**src/verilog/clk_mode_defs.svh**
```systemverilog
// Purpose: constants for the system clock and power mode block
// Assumes: one 20 MHz clock, synchronous active-high reset
// Notes: fast and slow oscillators are modelled as enable pulses from dividers
`ifndef CLK_MODE_DEFS_SVH
`define CLK_MODE_DEFS_SVH

// ==========================================================
// Register map
`define ADDR_SYS_CLK_CTRL 2'h0
`define ADDR_FAST_OSC_CTRL 2'h1
`define ADDR_IRQ_STATUS 2'h2
`define ADDR_IRQ_MASK 2'h3

// ==========================================================
// Fields and reset values
`define SEL_LSB 5
`define SEL_LOW_CLK 3'h7
`define HID_BIT 1
`define SID_BIT 0
`define FREQ_LSB 2
`define FREQ_12MHZ 2'h1
`define STABLE_BIT 1
`define FEN_BIT 0
`define SYS_CLK_CTRL_RESET 8'h00
`define FOC_RESET 8'h01
`define IRQ_STABLE 0
`define IRQ_SWITCH 1
`define IRQ_WAKE 2
`define IRQ_W 3

// ==========================================================
// Timing
`define CLK_HZ 20_000_000
`define FAST_HZ 12_000_000
`define SLOW_HZ 32_000
`define SWITCH_PERIODS 4
`define STABLE_TIME_US 16
`define STABLE_CYCLES ((`STABLE_TIME_US * `CLK_HZ + 999_999) / 1_000_000)

`endif

```
**src/verilog/clk_mode_pkg.sv**
```systemverilog
// Purpose: types shared by the clock and power mode block
// Assumes: defines header included
// Notes: none
package clk_mode_pkg;
	typedef enum logic [2:0] {
		MODE_RUN,
		MODE_SLEEP,
		MODE_IDLE_LOW,
		MODE_IDLE_BOTH,
		MODE_IDLE_HIGH
	} pwr_mode_t;
	typedef enum logic [1:0] {
		SW_IDLE,
		SW_WAIT_CUR,
		SW_WAIT_TAR
	} sw_state_t;
endpackage : clk_mode_pkg

```
**src/verilog/rate_divider.sv**
```systemverilog
// Purpose: turns the system clock into a slower one-cycle enable pulse
// Assumes: enable gates counting, counter restarts when disabled
// Notes: ratio rounds to the nearest whole cycle
module rate_divider #(
	parameter int RATIO = 2
) (
	// Clock and reset
	input wire logic clk,
	input wire logic srst,
	// Control
	input wire logic enable,
	output logic tick
);
	localparam int CW = (RATIO > 1) ? $clog2(RATIO) : 1;
	logic [CW-1:0] cnt_r;
	logic [CW-1:0] cnt_nxt;

	always_comb begin
		cnt_nxt = cnt_r;
		tick = 1'b0;
		if (enable) begin
			if (cnt_r == CW'(RATIO - 1)) begin
				cnt_nxt = '0;
				tick = 1'b1;
			end else begin
				cnt_nxt = cnt_r + 1'b1;
			end
		end else begin
			cnt_nxt = '0;
		end
	end

	always_ff @(posedge clk) begin
		if (srst) begin
			cnt_r <= '0;
		end else begin
			cnt_r <= cnt_nxt;
		end
	end
endmodule : rate_divider

```
**src/verilog/sys_clock_power_ctrl.sv**
```systemverilog
`include "clk_mode_defs.svh"
// Purpose: system clock select, halt modes and fast oscillator tracking
// Assumes: halt and wake are one-cycle pulses from same-clock logic
// Notes: clocks are enable pulses; the CPU advances on cpu_tick
module sys_clock_power_ctrl #(
	parameter int STABLE_CYC = `STABLE_CYCLES,
	parameter int FAST_DIV = (`CLK_HZ + `FAST_HZ / 2) / `FAST_HZ,
	parameter int SLOW_DIV = (`CLK_HZ + `SLOW_HZ / 2) / `SLOW_HZ
) (
	// Clock and reset
	input wire logic clk,
	input wire logic srst,
	// Register port
	input wire logic [1:0] reg_addr,
	input wire logic [7:0] reg_wdata,
	input wire logic reg_wr,
	input wire logic reg_rd,
	output logic [7:0] reg_rdata,
	// CPU side
	input wire logic halt_req,
	input wire logic wake_req,
	input wire logic watchdog_enable,
	output logic cpu_tick,
	output logic high_clk_tick,
	output logic low_clk_tick,
	output logic slow_osc_clk_tick,
	output clk_mode_pkg::pwr_mode_t pwr_mode,
	output logic irq
);
	import clk_mode_pkg::*;

	// ==========================================================
	// Registers
	logic [2:0] sel_r, sel_nxt;
	logic hid_r, hid_nxt, sid_r, sid_nxt;
	logic [1:0] freq_r, freq_nxt;
	logic fen_r, fen_nxt;
	localparam int IRQ_W_L = `IRQ_W;
	logic [IRQ_W_L-1:0] ist_r, ist_nxt, imsk_r, imsk_nxt;
	logic [7:0] rdata_r, rdata_nxt;
	localparam int SCW = $clog2(STABLE_CYC + 1);
	logic [SCW-1:0] stab_cnt_r, stab_cnt_nxt;
	logic stable_r, stable_nxt;
	pwr_mode_t mode_r, mode_nxt;
	sw_state_t sw_r, sw_nxt;
	logic [2:0] act_sel_r, act_sel_nxt;
	logic [2:0] wait_r, wait_nxt;
	logic [5:0] pre_r, pre_nxt;
	logic fast_raw, slow_raw, high_on, low_on, slow_osc_on;
	logic cur_tick, tar_tick, sw_done, stable_rise, woke;

	function automatic logic is_low(input logic [2:0] s);
		is_low = (s == `SEL_LOW_CLK);
	endfunction : is_low

	// ==========================================================
	// Oscillator models
	// slow osc in sleep
	assign slow_osc_on = (mode_r != MODE_SLEEP) || watchdog_enable;
	rate_divider #(.RATIO(SLOW_DIV)) u_slow (
		.clk(clk),
		.srst(srst),
		.enable(slow_osc_on),
		.tick(slow_raw)
	);
	rate_divider #(.RATIO(FAST_DIV)) u_fast (
		.clk(clk),
		.srst(srst),
		.enable(fen_r && stable_r),
		.tick(fast_raw)
	);

	always_comb begin
		unique case (mode_r)
			MODE_RUN: begin
				high_on = 1'b1;
				low_on = 1'b1;
			end
			MODE_SLEEP: begin
				high_on = 1'b0;
				low_on = 1'b0;
			end
			MODE_IDLE_LOW: begin
				high_on = 1'b0;
				low_on = 1'b1;
			end
			MODE_IDLE_BOTH: begin
				high_on = 1'b1;
				low_on = 1'b1;
			end
			MODE_IDLE_HIGH: begin
				high_on = 1'b1;
				low_on = 1'b0;
			end
			default: begin
				high_on = 1'b0;
				low_on = 1'b0;
			end
		endcase
	end
	// high clock for peripherals follows its enable
	assign high_clk_tick = fast_raw && high_on;
	assign low_clk_tick = slow_raw && low_on;
	assign slow_osc_clk_tick = slow_raw;

	// divided high clock or low clock
	function automatic logic src_tick(input logic [2:0] s, input logic [5:0] p,
		input logic f, input logic l);
		if (is_low(s)) begin
			src_tick = l;
		end else begin
			src_tick = f && ((p & ((6'h01 << s) - 6'h01)) == 6'h00);
		end
	endfunction : src_tick

	assign cur_tick = src_tick(act_sel_r, pre_r, fast_raw, slow_raw);
	assign tar_tick = src_tick(sel_r, pre_r, fast_raw, slow_raw);
	// only whole source periods reach the CPU
	assign cpu_tick = (mode_r == MODE_RUN) && cur_tick && (sw_r == SW_IDLE);
	assign pwr_mode = mode_r;
	assign reg_rdata = rdata_r;
	assign irq = |(ist_r & imsk_r);

	// ==========================================================
	// Switch sequencer
	always_comb begin
		sw_nxt = sw_r;
		act_sel_nxt = act_sel_r;
		wait_nxt = wait_r;
		pre_nxt = fast_raw ? pre_r + 6'h01 : pre_r;
		sw_done = 1'b0;
		unique case (sw_r)
			SW_IDLE: begin
				// change starts the count, no halt needed
				if (sel_r != act_sel_r) begin
					sw_nxt = SW_WAIT_CUR;
					wait_nxt = '0;
				end
			end
			SW_WAIT_CUR: begin
				if (cur_tick) begin
					wait_nxt = wait_r + 3'h1;
					// First tick only aligns, four whole periods follow it
					if (wait_r == 3'(`SWITCH_PERIODS)) begin
						sw_nxt = SW_WAIT_TAR;
					end
				end
			end
			SW_WAIT_TAR: begin
				// hand over on a target edge
				if (tar_tick) begin
					act_sel_nxt = sel_r;
					sw_nxt = SW_IDLE;
					sw_done = 1'b1;
				end
			end
		endcase
	end

	// ==========================================================
	// Power mode
	always_comb begin
		mode_nxt = mode_r;
		woke = 1'b0;
		if (mode_r == MODE_RUN) begin
			if (halt_req) begin
				unique case ({hid_r, sid_r})
					2'b00: mode_nxt = MODE_SLEEP;
					2'b01: mode_nxt = MODE_IDLE_LOW;
					2'b11: mode_nxt = MODE_IDLE_BOTH;
					2'b10: mode_nxt = MODE_IDLE_HIGH;
				endcase
			end
		// wake on wake_req at once, with no check of any oscillator
		end else if (wake_req) begin
			mode_nxt = MODE_RUN;
			woke = 1'b1;
		end
	end

	// ==========================================================
	// Stability tracking
	always_comb begin
		stab_cnt_nxt = stab_cnt_r;
		stable_nxt = stable_r;
		if (!fen_r) begin
			stable_nxt = 1'b0;
			stab_cnt_nxt = '0;
		end else if (reg_wr && reg_addr == `ADDR_FAST_OSC_CTRL && !fen_r) begin
			stable_nxt = 1'b0;
		end else if (!stable_r) begin
			if (stab_cnt_r == SCW'(STABLE_CYC - 1)) begin
				stable_nxt = 1'b1;
			end else begin
				stab_cnt_nxt = stab_cnt_r + 1'b1;
			end
		end
	end
	assign stable_rise = stable_nxt && !stable_r;

	// ==========================================================
	// Register file
	always_comb begin
		sel_nxt = sel_r;
		hid_nxt = hid_r;
		sid_nxt = sid_r;
		freq_nxt = freq_r;
		fen_nxt = fen_r;
		imsk_nxt = imsk_r;
		rdata_nxt = 8'h00;
		ist_nxt = ist_r;
		if (reg_wr) begin
			unique case (reg_addr)
				`ADDR_SYS_CLK_CTRL: begin
					sel_nxt = reg_wdata[`SEL_LSB +: 3];
					hid_nxt = reg_wdata[`HID_BIT];
					sid_nxt = reg_wdata[`SID_BIT];
				end
				`ADDR_FAST_OSC_CTRL: begin
					freq_nxt = reg_wdata[`FREQ_LSB +: 2];
					fen_nxt = reg_wdata[`FEN_BIT];
				end
				`ADDR_IRQ_STATUS: ist_nxt = ist_r & ~reg_wdata[IRQ_W_L-1:0];
				`ADDR_IRQ_MASK: imsk_nxt = reg_wdata[IRQ_W_L-1:0];
			endcase
		end
		// Set wins over a same-cycle clear
		if (stable_rise) ist_nxt[`IRQ_STABLE] = 1'b1;
		if (sw_done) ist_nxt[`IRQ_SWITCH] = 1'b1;
		if (woke) ist_nxt[`IRQ_WAKE] = 1'b1;
		if (reg_rd) begin
			unique case (reg_addr)
				`ADDR_SYS_CLK_CTRL: rdata_nxt = {sel_r, 3'h0, hid_r, sid_r};
				`ADDR_FAST_OSC_CTRL: rdata_nxt = {4'h0, freq_r, stable_r, fen_r};
				`ADDR_IRQ_STATUS: rdata_nxt = {5'h00, ist_r};
				`ADDR_IRQ_MASK: rdata_nxt = {5'h00, imsk_r};
			endcase
		end
	end

	always_ff @(posedge clk) begin
		if (srst) begin
			sel_r <= 3'(`SYS_CLK_CTRL_RESET >> `SEL_LSB);
			hid_r <= 1'(`SYS_CLK_CTRL_RESET >> `HID_BIT);
			sid_r <= 1'(`SYS_CLK_CTRL_RESET >> `SID_BIT);
			freq_r <= 2'(`FOC_RESET >> `FREQ_LSB);
			fen_r <= 1'(`FOC_RESET >> `FEN_BIT);
			ist_r <= '0;
			imsk_r <= '0;
			rdata_r <= 8'h00;
			stab_cnt_r <= '0;
			stable_r <= 1'(`FOC_RESET >> `STABLE_BIT);
			mode_r <= MODE_RUN;
			sw_r <= SW_IDLE;
			act_sel_r <= 3'(`SYS_CLK_CTRL_RESET >> `SEL_LSB);
			wait_r <= 3'h0;
			pre_r <= 6'h00;
		end else begin
			sel_r <= sel_nxt;
			hid_r <= hid_nxt;
			sid_r <= sid_nxt;
			freq_r <= freq_nxt;
			fen_r <= fen_nxt;
			ist_r <= ist_nxt;
			imsk_r <= imsk_nxt;
			rdata_r <= rdata_nxt;
			stab_cnt_r <= stab_cnt_nxt;
			stable_r <= stable_nxt;
			mode_r <= mode_nxt;
			sw_r <= sw_nxt;
			act_sel_r <= act_sel_nxt;
			wait_r <= wait_nxt;
			pre_r <= pre_nxt;
		end
	end
endmodule : sys_clock_power_ctrl

```
**config.mk**
```make
export PLATFORM = sky130hd
export DESIGN_NAME = sys_clock_power_ctrl
export DESIGN_NICKNAME = d
export VERILOG_FILES = /design/src/verilog/clk_mode_pkg.sv /design/src/verilog/rate_divider.sv /design/src/verilog/sys_clock_power_ctrl.sv
export VERILOG_INCLUDE_DIRS = /design/src /design/src/verilog
export SDC_FILE = /design/constraint.sdc
export NUM_CORES = 1
export LEC_CHECK = 0
export BUFFER_PORTS_ARGS = -buffer_cell sky130_fd_sc_hd__buf_2
export CORE_MARGIN = 1
export CORE_UTILIZATION = 41
export DETAILED_ROUTE_END_ITERATION = 10
export PLACE_DENSITY = 0.6
export SETUP_SLACK_MARGIN = 0.4
export SLEW_MARGIN = 20
export SYNTH_ARGS = -nofsm -noshare
export SYNTH_HDL_FRONTEND = slang
export SYNTH_SLANG_ARGS = --single-unit
```
**constraint.sdc**
```tcl
create_clock -name clk -period 2.6 [get_ports clk]
set_clock_uncertainty 0.05 [all_clocks]
set_input_delay 0.65 -clock clk [delete_from_list [all_inputs] [get_ports clk]]
set_output_delay 0.65 -clock clk [all_outputs]
set_load 0.01 [all_outputs]
```
---- After elaboration in Yosys (flattened, before gate mapping) ----
Cells that the tools add are included.
word-level totals
  register bits after elaboration ......... 60
  input port bits ......................... 17
  output and inout bits ................... 16
  word-level logic and storage cells ...... 142
operators by class
  bitwise operators ....................... 12
  $add $sub $neg .......................... 7
  reductions and logical operators ........ 45
  shifts and indexed selects .............. 2
  equal/unequal tests ..................... 23
  muxes and demuxes ....................... 34
operators with widths
  operator                                          count
  one-hot mux 8 bit (4 select lines)                1
  two-way mux 3 bit                                 7
  two-way mux 1 bit                                 19
  AND reduction 2 bit                               8
  nonzero test 2 bit                                8
  OR reduction 3 bit                                5
  AND 6 bit                                         2
  == test 3 bit, second input constant              4
  zero test 6 bit                                   2
  one-hot mux 3 bit (4 select lines)                1
  << shifter 1 x 3 -> 6 bit, first input constant   2
  subtractor 6 x 1 -> 6 bit, second input constant  2
  adder 10 x 1 -> 10 bit, second input constant     1
  == test 10 bit, second input constant             1
  == test 2 bit, second input constant              5
  logical AND 1 bit                                 10
  adder 9 x 1 -> 9 bit, second input constant       1
  == test 9 bit, second input constant              1
  two-way mux 2 bit                                 4
  inequality test 2 bit, second input constant      4
  inverter 1 bit                                    7
  adder 6 x 1 -> 6 bit, second input constant       1
  AND 3 bit                                         2
  == test 2 x 1 -> 1 bit, second input constant     3
  16 further kinds                                  22

---- Logic depth before layout (Yosys ltp) ----
Gate-level depths: netlist of run 1.
  depth in word-level cells ............... 10
  mapped depth ............................ 11
  mapped depth without buffers ............ 9

---- Modules after synthesis ----
A second synthesis of run 1 with hierarchy kept.
unflattened totals
  cells, all modules ...................... 345
  area, all modules ....................... 3,056.7 µm²
by module, submodules not included
  module                 times used  seq. area each (µm²)  area each (µm²)  cells an instance
  sys_clock_power_ctrl   1           960.9                 2,539.9          288
  rate_divider (u_slow)  1           200.2                 476.7            54
  rate_divider (u_fast)  1           20.0                  40.0             3

---- Worst setup path after synthesis of run 1 ----
OpenSTA, ideal clock, no wires.
  path kind ............................... register to output
  from .................................... register act_sel_r[1]
  to ...................................... output cpu_tick
  path slack .............................. 0.044 ns
  arrival time ............................ 1.856 ns
  cell stages (with the launch flop) ...... 10
  path buffers ............................ 1
  required time ........................... 1.900 ns
  cells stage by stage .................... dfxtp_1 buf_4 nor2_1 nand2_1 ha_1 inv_1 xnor2_1 a2111oi_0 a22o_2 and3_1
between the ends
  longest elaborated chain between the ends .. 8
  elaborated cells on any way between the ends .. 9
ends and longest elaborated chain
  what                                 line                         RTL
  start, declared                      sys_clock_power_ctrl.sv:46   logic [2:0] act_sel_r, act_sel_nxt;
  start signal, assigned               sys_clock_power_ctrl.sv:255  act_sel_r <= 3'(`SYS_CLK_CTRL_RESET >> `SEL_LSB);
  start signal, assigned               sys_clock_power_ctrl.sv:271  act_sel_r <= act_sel_nxt;
  << shifter 1 x 3 -> 6 bit            sys_clock_power_ctrl.sv:112  src_tick = f && ((p & ((6'h01 << s) - 6'h01)) == 6'h00);
  subtractor 6 x 1 -> 6 bit            sys_clock_power_ctrl.sv:112
  AND 6 bit                            sys_clock_power_ctrl.sv:112
  zero test 6 bit                      sys_clock_power_ctrl.sv:112
  logical AND 1 bit                    sys_clock_power_ctrl.sv:112
  two-way mux 1 bit (*)                sys_clock_power_ctrl.sv:109  if (is_low(s)) begin
  logical AND 1 bit (*) (2 in series)  sys_clock_power_ctrl.sv:119  assign cpu_tick = (mode_r == MODE_RUN) && cur_tick && (sw_r == SW_IDLE);
  end, declared                        sys_clock_power_ctrl.sv:23   output logic cpu_tick,
Mark *: on every way between the ends. The rest lies on a longest branch, timed or not.

---- Final worst setup path of run 1 ----
  from .................................... register act_sel_r[2]
  to ...................................... output cpu_tick
The elaborated chain is that of the path after synthesis.

==> reports/results.ini, run 1 <==
[synthesis]
ys_seq_elements = 59
yosysSeqAreaShare = 0.395
synthMostInstantiatedCell = dfxtp_1
synth_area_mm2 = 0.00299
synth_edf_count = 0
synthCells = 345
yosysWarnings = 0
synth_top_cells_by_count = dfxtp_1 (59), nor2_1 (53), nand2_1 (30)
asyncSetResetFlopFracSynth = 0
netlist.area_leader.share = 0.395
ys.flop_type = dfxtp_1
yosys.area.top_type = dfxtp_1
synthTopCellsByArea = dfxtp_1 (39%), nor2_1 (6.7%), ha_1 (5.9%), xor2_1 (4.1%), nand2_1 (3.8%)
synth.distinct_cells = 56
avgSynthCellArea_um2 = 8.67
syn-num-nets = 376

[finish]
layout-drive-gt1-share = 0.270
diodes = 0
stdcell_count = 492
multi_input_area_mm2 = 0.00182
area_growth_pct = 25.6
final_nets = 423
fill_cells = 665
stdcell_area_mm2 = 0.00376
fin_util = 0.544
seqCellArea_mm2 = 0.00120

[worst_setup_path]
r2r_cells = 11
regToRegSetupSlack_ns = 0.20
critPathMaxFanout = 3
cp-end-kind = output port
startpoint_type = register
arrival_ns = 2.10
required_ns = 1.90
reg2reg_from = act_sel_r[2]
r2r_end = sw_r[0]
startpoint = act_sel_r[2]
worstSetupPathType = reg2out

[timing]
setup_tns_ns = -0.200
hold_violations = 0
max_freq_mhz = 357
rsz0062_at_grt = true
fin_crit_sh = 1.08
max_slew_margin = 0.607
max_slew.worst_pin.slew_ns = 0.585
setup_slack_ns = -0.200
drv_slew = 0
whs_ns = 0.388
fin_crit_ns = 2.80
finalSetupViolations = 1

[routing]
drc_errors = 0
drt-wirelength-per-cell_um = 12.9
drt_first_iter_violations = 74
vias = 2482
drt_wl_total_um = 6350
first_pass_iters = 4
routed_via_density = 5.04
ant_nets = 0

[placement]
place_congestion = 0.746
portBuffers = 30
pre_cts_slack_ns = 0.0502
postPlaceCellArea_mm2 = 0.00331
hpwlAfterDp_um = 4500
numPlacedInstances = 467

[cts]
cts_tree = built
clkLatencyLatePin_ns = 0.34
cts_buffers = 9
clk_pin_slew_ns = 0.07
cts_max_level = 3
ctsLongestPathBuffers = 2
clockRootBuffer = clkbuf_8
cts_sinks = 59

[pwr]
p_per_area_mw_per_mm2 = 567
power_switching_mw = 0.534
combPwrFrac = 0.123
seqPwrFrac = 0.445
swShare = 0.251
power_frac_clock = 0.431
peakVddDrop_v = 0.000324
total_power_mw = 2.13
p_int_mw = 1.60
leakage_nw = 1.54

[run]
maxCapViolations = 0

[die]
die-area_mm2 = 0.00764
die_w_um = 87.4
num_io_pins = 33
start_util = 0.433
num_rows = 30
die_h_um = 87.4
core-area_mm2 = 0.00691

[grt]
grt_pass1_vias = 2210
grt_pass1_wl_um = 10500
overflow = 0
grt_max_degree = 23
antenna_found_initial = 0
grt_use_total = 0.182

[outcome]
violations = negative setup slack
outcome = complete, but fails checks

[min_path]
holdPathStages = 1
worst_hold_startpoint = u_fast.cnt_r
hold_end = u_fast.cnt_r
min_path_type = reg2reg

==> worst max-delay path by stage <==
stage                          end
final                     cpu_tick
after global placement    cpu_tick
after CTS                 cpu_tick
after global routing      cpu_tick
after detailed placement  cpu_tick
after floorplan           cpu_tick
==> critical path, cell delays in order (launching register included) <==
cell and delay [ns]:
dfxtp_2 0.33, nor2_4 0.14, nand2_2 0.08, ha_4 0.17, or3_4 0.33, a21oi_2 0.14
o21ai_1 0.07, a22o_2 0.26, and3_4 0.15, buf_6 0.11
==> cells in the final DEF, fill, tap and decap left out, types with 3 or more instances in the layout <==
cell type,count
nor2_1,51
dfxtp_1,50
buf_2,29
nand2_1,26
buf_4,20
inv_1,17
nand3_1,14
xor2_1,14
xnor2_1,12
ha_1,12
a21oi_1,10
mux2i_1,10
clkbuf_8,10
and3_1,9
nand2b_1,7
dfxtp_2,6
nor2b_1,5
and2_1,5
nand4_1,4
nor3_1,4
nand3b_1,4
nand2_2,3
o21ai_0,3
nor3b_1,3
dfxtp_4,3
==> logic make-up (layout without fill, tap and decap cells) <==
logic type               count (synthesis)  in the layout  share of synthesized area
other                                    1              1                    0.00125
AND/OR/NAND/NOR                        154            154                      0.255
XOR/XNOR                                26             26                     0.0762
AO/OA/AOI/OAI                           44             44                      0.109
buffers and inverters                   33             84                     0.0477
multiplexers                            14             14                     0.0573
adder cells (fa/ha/maj)                 14             14                     0.0586
flip-flops                              59             59                      0.395
==> power by group through the flow <==
stage | logic, mW | registers (mW) | clock network (mW)
3_3_place_gp | 0.248 | 0.970 | 0
4_1_cts | 0.253 | 0.951 | 0.944
3_5_place_dp | 0.251 | 0.971 | 0
6_report | 0.263 | 0.950 | 0.919
5_1_grt | 0.295 | 0.953 | 0.985
2_1_floorplan | 0.186 | 0.968 | 0
==> routing by layer <==
metal,global-route usage,share of wire
met5,0,0
met2,0.266,0.44
met1,0.254,0.51
met3,0.0379,0.030
met4,0.0849,0.019
==> sequential cells by signal, summed over array words and instances, names as in the netlist <==
name and cells:
u_slow.cnt_r 10, stab_cnt_r 9, reg_rdata 7, pre_r 6
act_sel_r 3, imsk_r 3, ist_r 3, pwr_mode 3
sel_r 3, wait_r 3, freq_r 2, sw_r 2
fen_r 1, hid_r 1, sid_r 1, stable_r 1
u_fast.cnt_r 1
==> timing repair <==
item,CTS,global route
endpoints found under the setup margin,9,13
resized for setup,14,26
hold buffers,0,0
pin swaps,14,10
endpoints found under the hold margin,0,0
buffers inserted,5,5
==> cell type report <==
cell class,instances,share of cell area
Clock inverter,5,0.0206
Timing Repair Buffer,52,0.0899
Tap cell,96,0.0320
Multi-Input combinational cell,253,0.485
Inverter,17,0.0170
Sequential cell,59,0.319
Clock buffer,10,0.0366
Power figures use the tool's default switching activity.
==> run 2, diff against run 1 <==
--- a/config.mk
+++ b/config.mk
@@ -6,7 +6,7 @@
 export SDC_FILE = /design/constraint.sdc
 export NUM_CORES = 1
 export LEC_CHECK = 0
-export BUFFER_PORTS_ARGS = -buffer_cell sky130_fd_sc_hd__buf_2
+export BUFFER_PORTS_ARGS = -buffer_cell sky130_fd_sc_hd__buf_4
 export CORE_MARGIN = 1
 export CORE_UTILIZATION = 41
 export DETAILED_ROUTE_END_ITERATION = 10
==> reports/results.ini, run 2 (same netlist as run 1, synthesis figures left out) <==
[outcome]
outcome = complete, but fails checks
violations = negative setup slack

[pwr]
total_power_mw = 2.15
power_switching_mw = 0.517
p_per_area_mw_per_mm2 = 564
seqPwrFrac = 0.441
leakage_nw = 1.54
power_frac_clock = 0.428
combPwrFrac = 0.131
p_int_mw = 1.64
peakVddDrop_v = 0.000297
swShare = 0.240

[grt]
grt_pass1_vias = 2273
grt_use_total = 0.181
antenna_found_initial = 0
overflow = 0
grt_pass1_wl_um = 10600
grt_max_degree = 43

[placement]
hpwlAfterDp_um = 4580
portBuffers = 30
pre_cts_slack_ns = 0.0564
place_congestion = 0.794
numPlacedInstances = 471

[finish]
fin_util = 0.553
stdcell_count = 492
area_growth_pct = 27.8
diodes = 0
layout_common_cells = dfxtp_1 (54), nor2_1 (52), buf_4 (47)
fill_cells = 684
layout-drive-gt1-share = 0.255
regMostFlops = u_slow.cnt_r
final_nets = 424
final_common_cell = dfxtp_1
largest_reg_flops = 10

[die]
start_util = 0.433
num_io_pins = 33
die_h_um = 87.4
die-area_mm2 = 0.00764
die_w_um = 87.4
core-area_mm2 = 0.00691
num_rows = 30

[cts]
cts_buffers = 9
clkLatencyLatePin_ns = 0.33
clk_pin_slew_ns = 0.06
cts_tree = built
cts_max_level = 3
ctsLongestPathBuffers = 2
cts_sinks = 59
clockRootBuffer = clkbuf_8

[routing]
drc_errors = 0
first_pass_iters = 4
ant_nets = 0
drt_wl_total_um = 6550
routed_via_density = 5.06
drt_first_iter_violations = 141
drt-wirelength-per-cell_um = 13.3
vias = 2489

[worst_setup_path]
cpLargestDelayFamily = simple AND/OR/NAND/NOR gates
cp.depth = 9
startpoint_type = register
required_ns = 1.90
path_cells = nor2_4 -> nand2_2 -> ha_4 -> or3_1 -> a21oi_1 -> o21ai_1 -> a22o_2 -> and3_4 -> buf_6
slowest_delay_ns = 0.33
worst_path_max_delay_cell = dfxtp_2
worstSetupPathType = reg2out
path_buf_inv = 1
cp-end-kind = output port
r2r_cells = 12
critPathMaxFanout = 3
arrival_ns = 2.06

[min_path]
min_path_type = reg2reg
holdPathStages = 1

[timing]
max_slew.worst_pin.slew_ns = 0.503
fin_crit_sh = 1.06
max_slew_margin = 0.664
max_freq_mhz = 362
finalSetupViolations = 1
hold_violations = 0
setup_slack_ns = -0.162
fin_crit_ns = 2.76
rsz0062_at_grt = true
drv_slew = 0

[run]
maxCapViolations = 0

run 2: cell types whose count changed in the layout (fill, tap and decap cells not counted), moves of 2 or more:
cell,previous run,this run
dfxtp_1,50,54
buf_4,20,47
buf_6,2,5
a311oi_2,0,2
clkinv_2,2,0
buf_2,29,0
dfxtp_4,3,0
run 2: path summary, 6_finish.rpt:
path | slack [ns] | startpoint | end
worst min-delay path | 0.39 | u_fast.cnt_r | u_fast.cnt_r
worst min register to register | 0.39 | u_fast.cnt_r | u_fast.cnt_r
worst max register to register | 0.15 | act_sel_r[2] | sw_r[0]
worst max-delay path | -0.16 | act_sel_r[2] | cpu_tick
run 2: power groups by stage:
stage	Sequential [mW]	Clock [mW]	Combinational, mW
detailed placement	0.969	0	0.264
finish	0.949	0.922	0.282
floorplan	0.968	0	0.186
CTS	0.949	0.946	0.270
global placement	0.968	0	0.261
global route	0.952	0.979	0.311
run 2: final cells by class:
cell class | count | area (µm²) | share of cell area
timing repair buffer | 53 | 424 | 0.111
multi-input combinational | 253 | 1810 | 0.474
sequential | 59 | 1190 | 0.311
inverter | 17 | 63.8 | 0.0167
tap | 96 | 120 | 0.0314
clock inverter | 2 | 60.1 | 0.0157
clock buffer | 12 | 155 | 0.0406
run 2: repair_timing:
action	4_1_cts	5_1_grt
cloned	0	0
buffers inserted	5	2
setup endpoints to repair	8	12
endpoints found under the hold margin	0	0
pin swaps	12	4
resized for setup	18	17
hold buffers	0	0
run 2: worst register-to-register path, cell delays in order, from the launching register on:
cell      delay (ns)
dfxtp_2         0.33
nor2_4          0.13
nand2_2         0.08
ha_4            0.16
or3_1           0.30
a21oi_1         0.13
o21ai_1         0.08
a22o_2          0.26
buf_4           0.14
buf_6           0.10
buf_6           0.11
o211ai_2        0.16
mux2_4          0.31
run 2: per-stage QoR:
stage          hold slack (ns)  instance area, µm²  TNS (ns)
6_report                 0.390                3820    -0.162
3_3_place_gp             0.377                3420         0
4_1_cts                  0.391                3720    -0.178
2_1_floorplan            0.364                3040         0
5_1_grt                  0.400                3820    -0.250
3_5_place_dp             0.383                3420         0
run 2: per-layer routing:
metal,track usage,vias to the layer above,share of wire
li1,-,1265,-
met1,0.239,1176,0.50
met2,0.288,40,0.46
met3,0.0360,8,0.026
met4,0.0715,0,0.013
met5,0,-,0
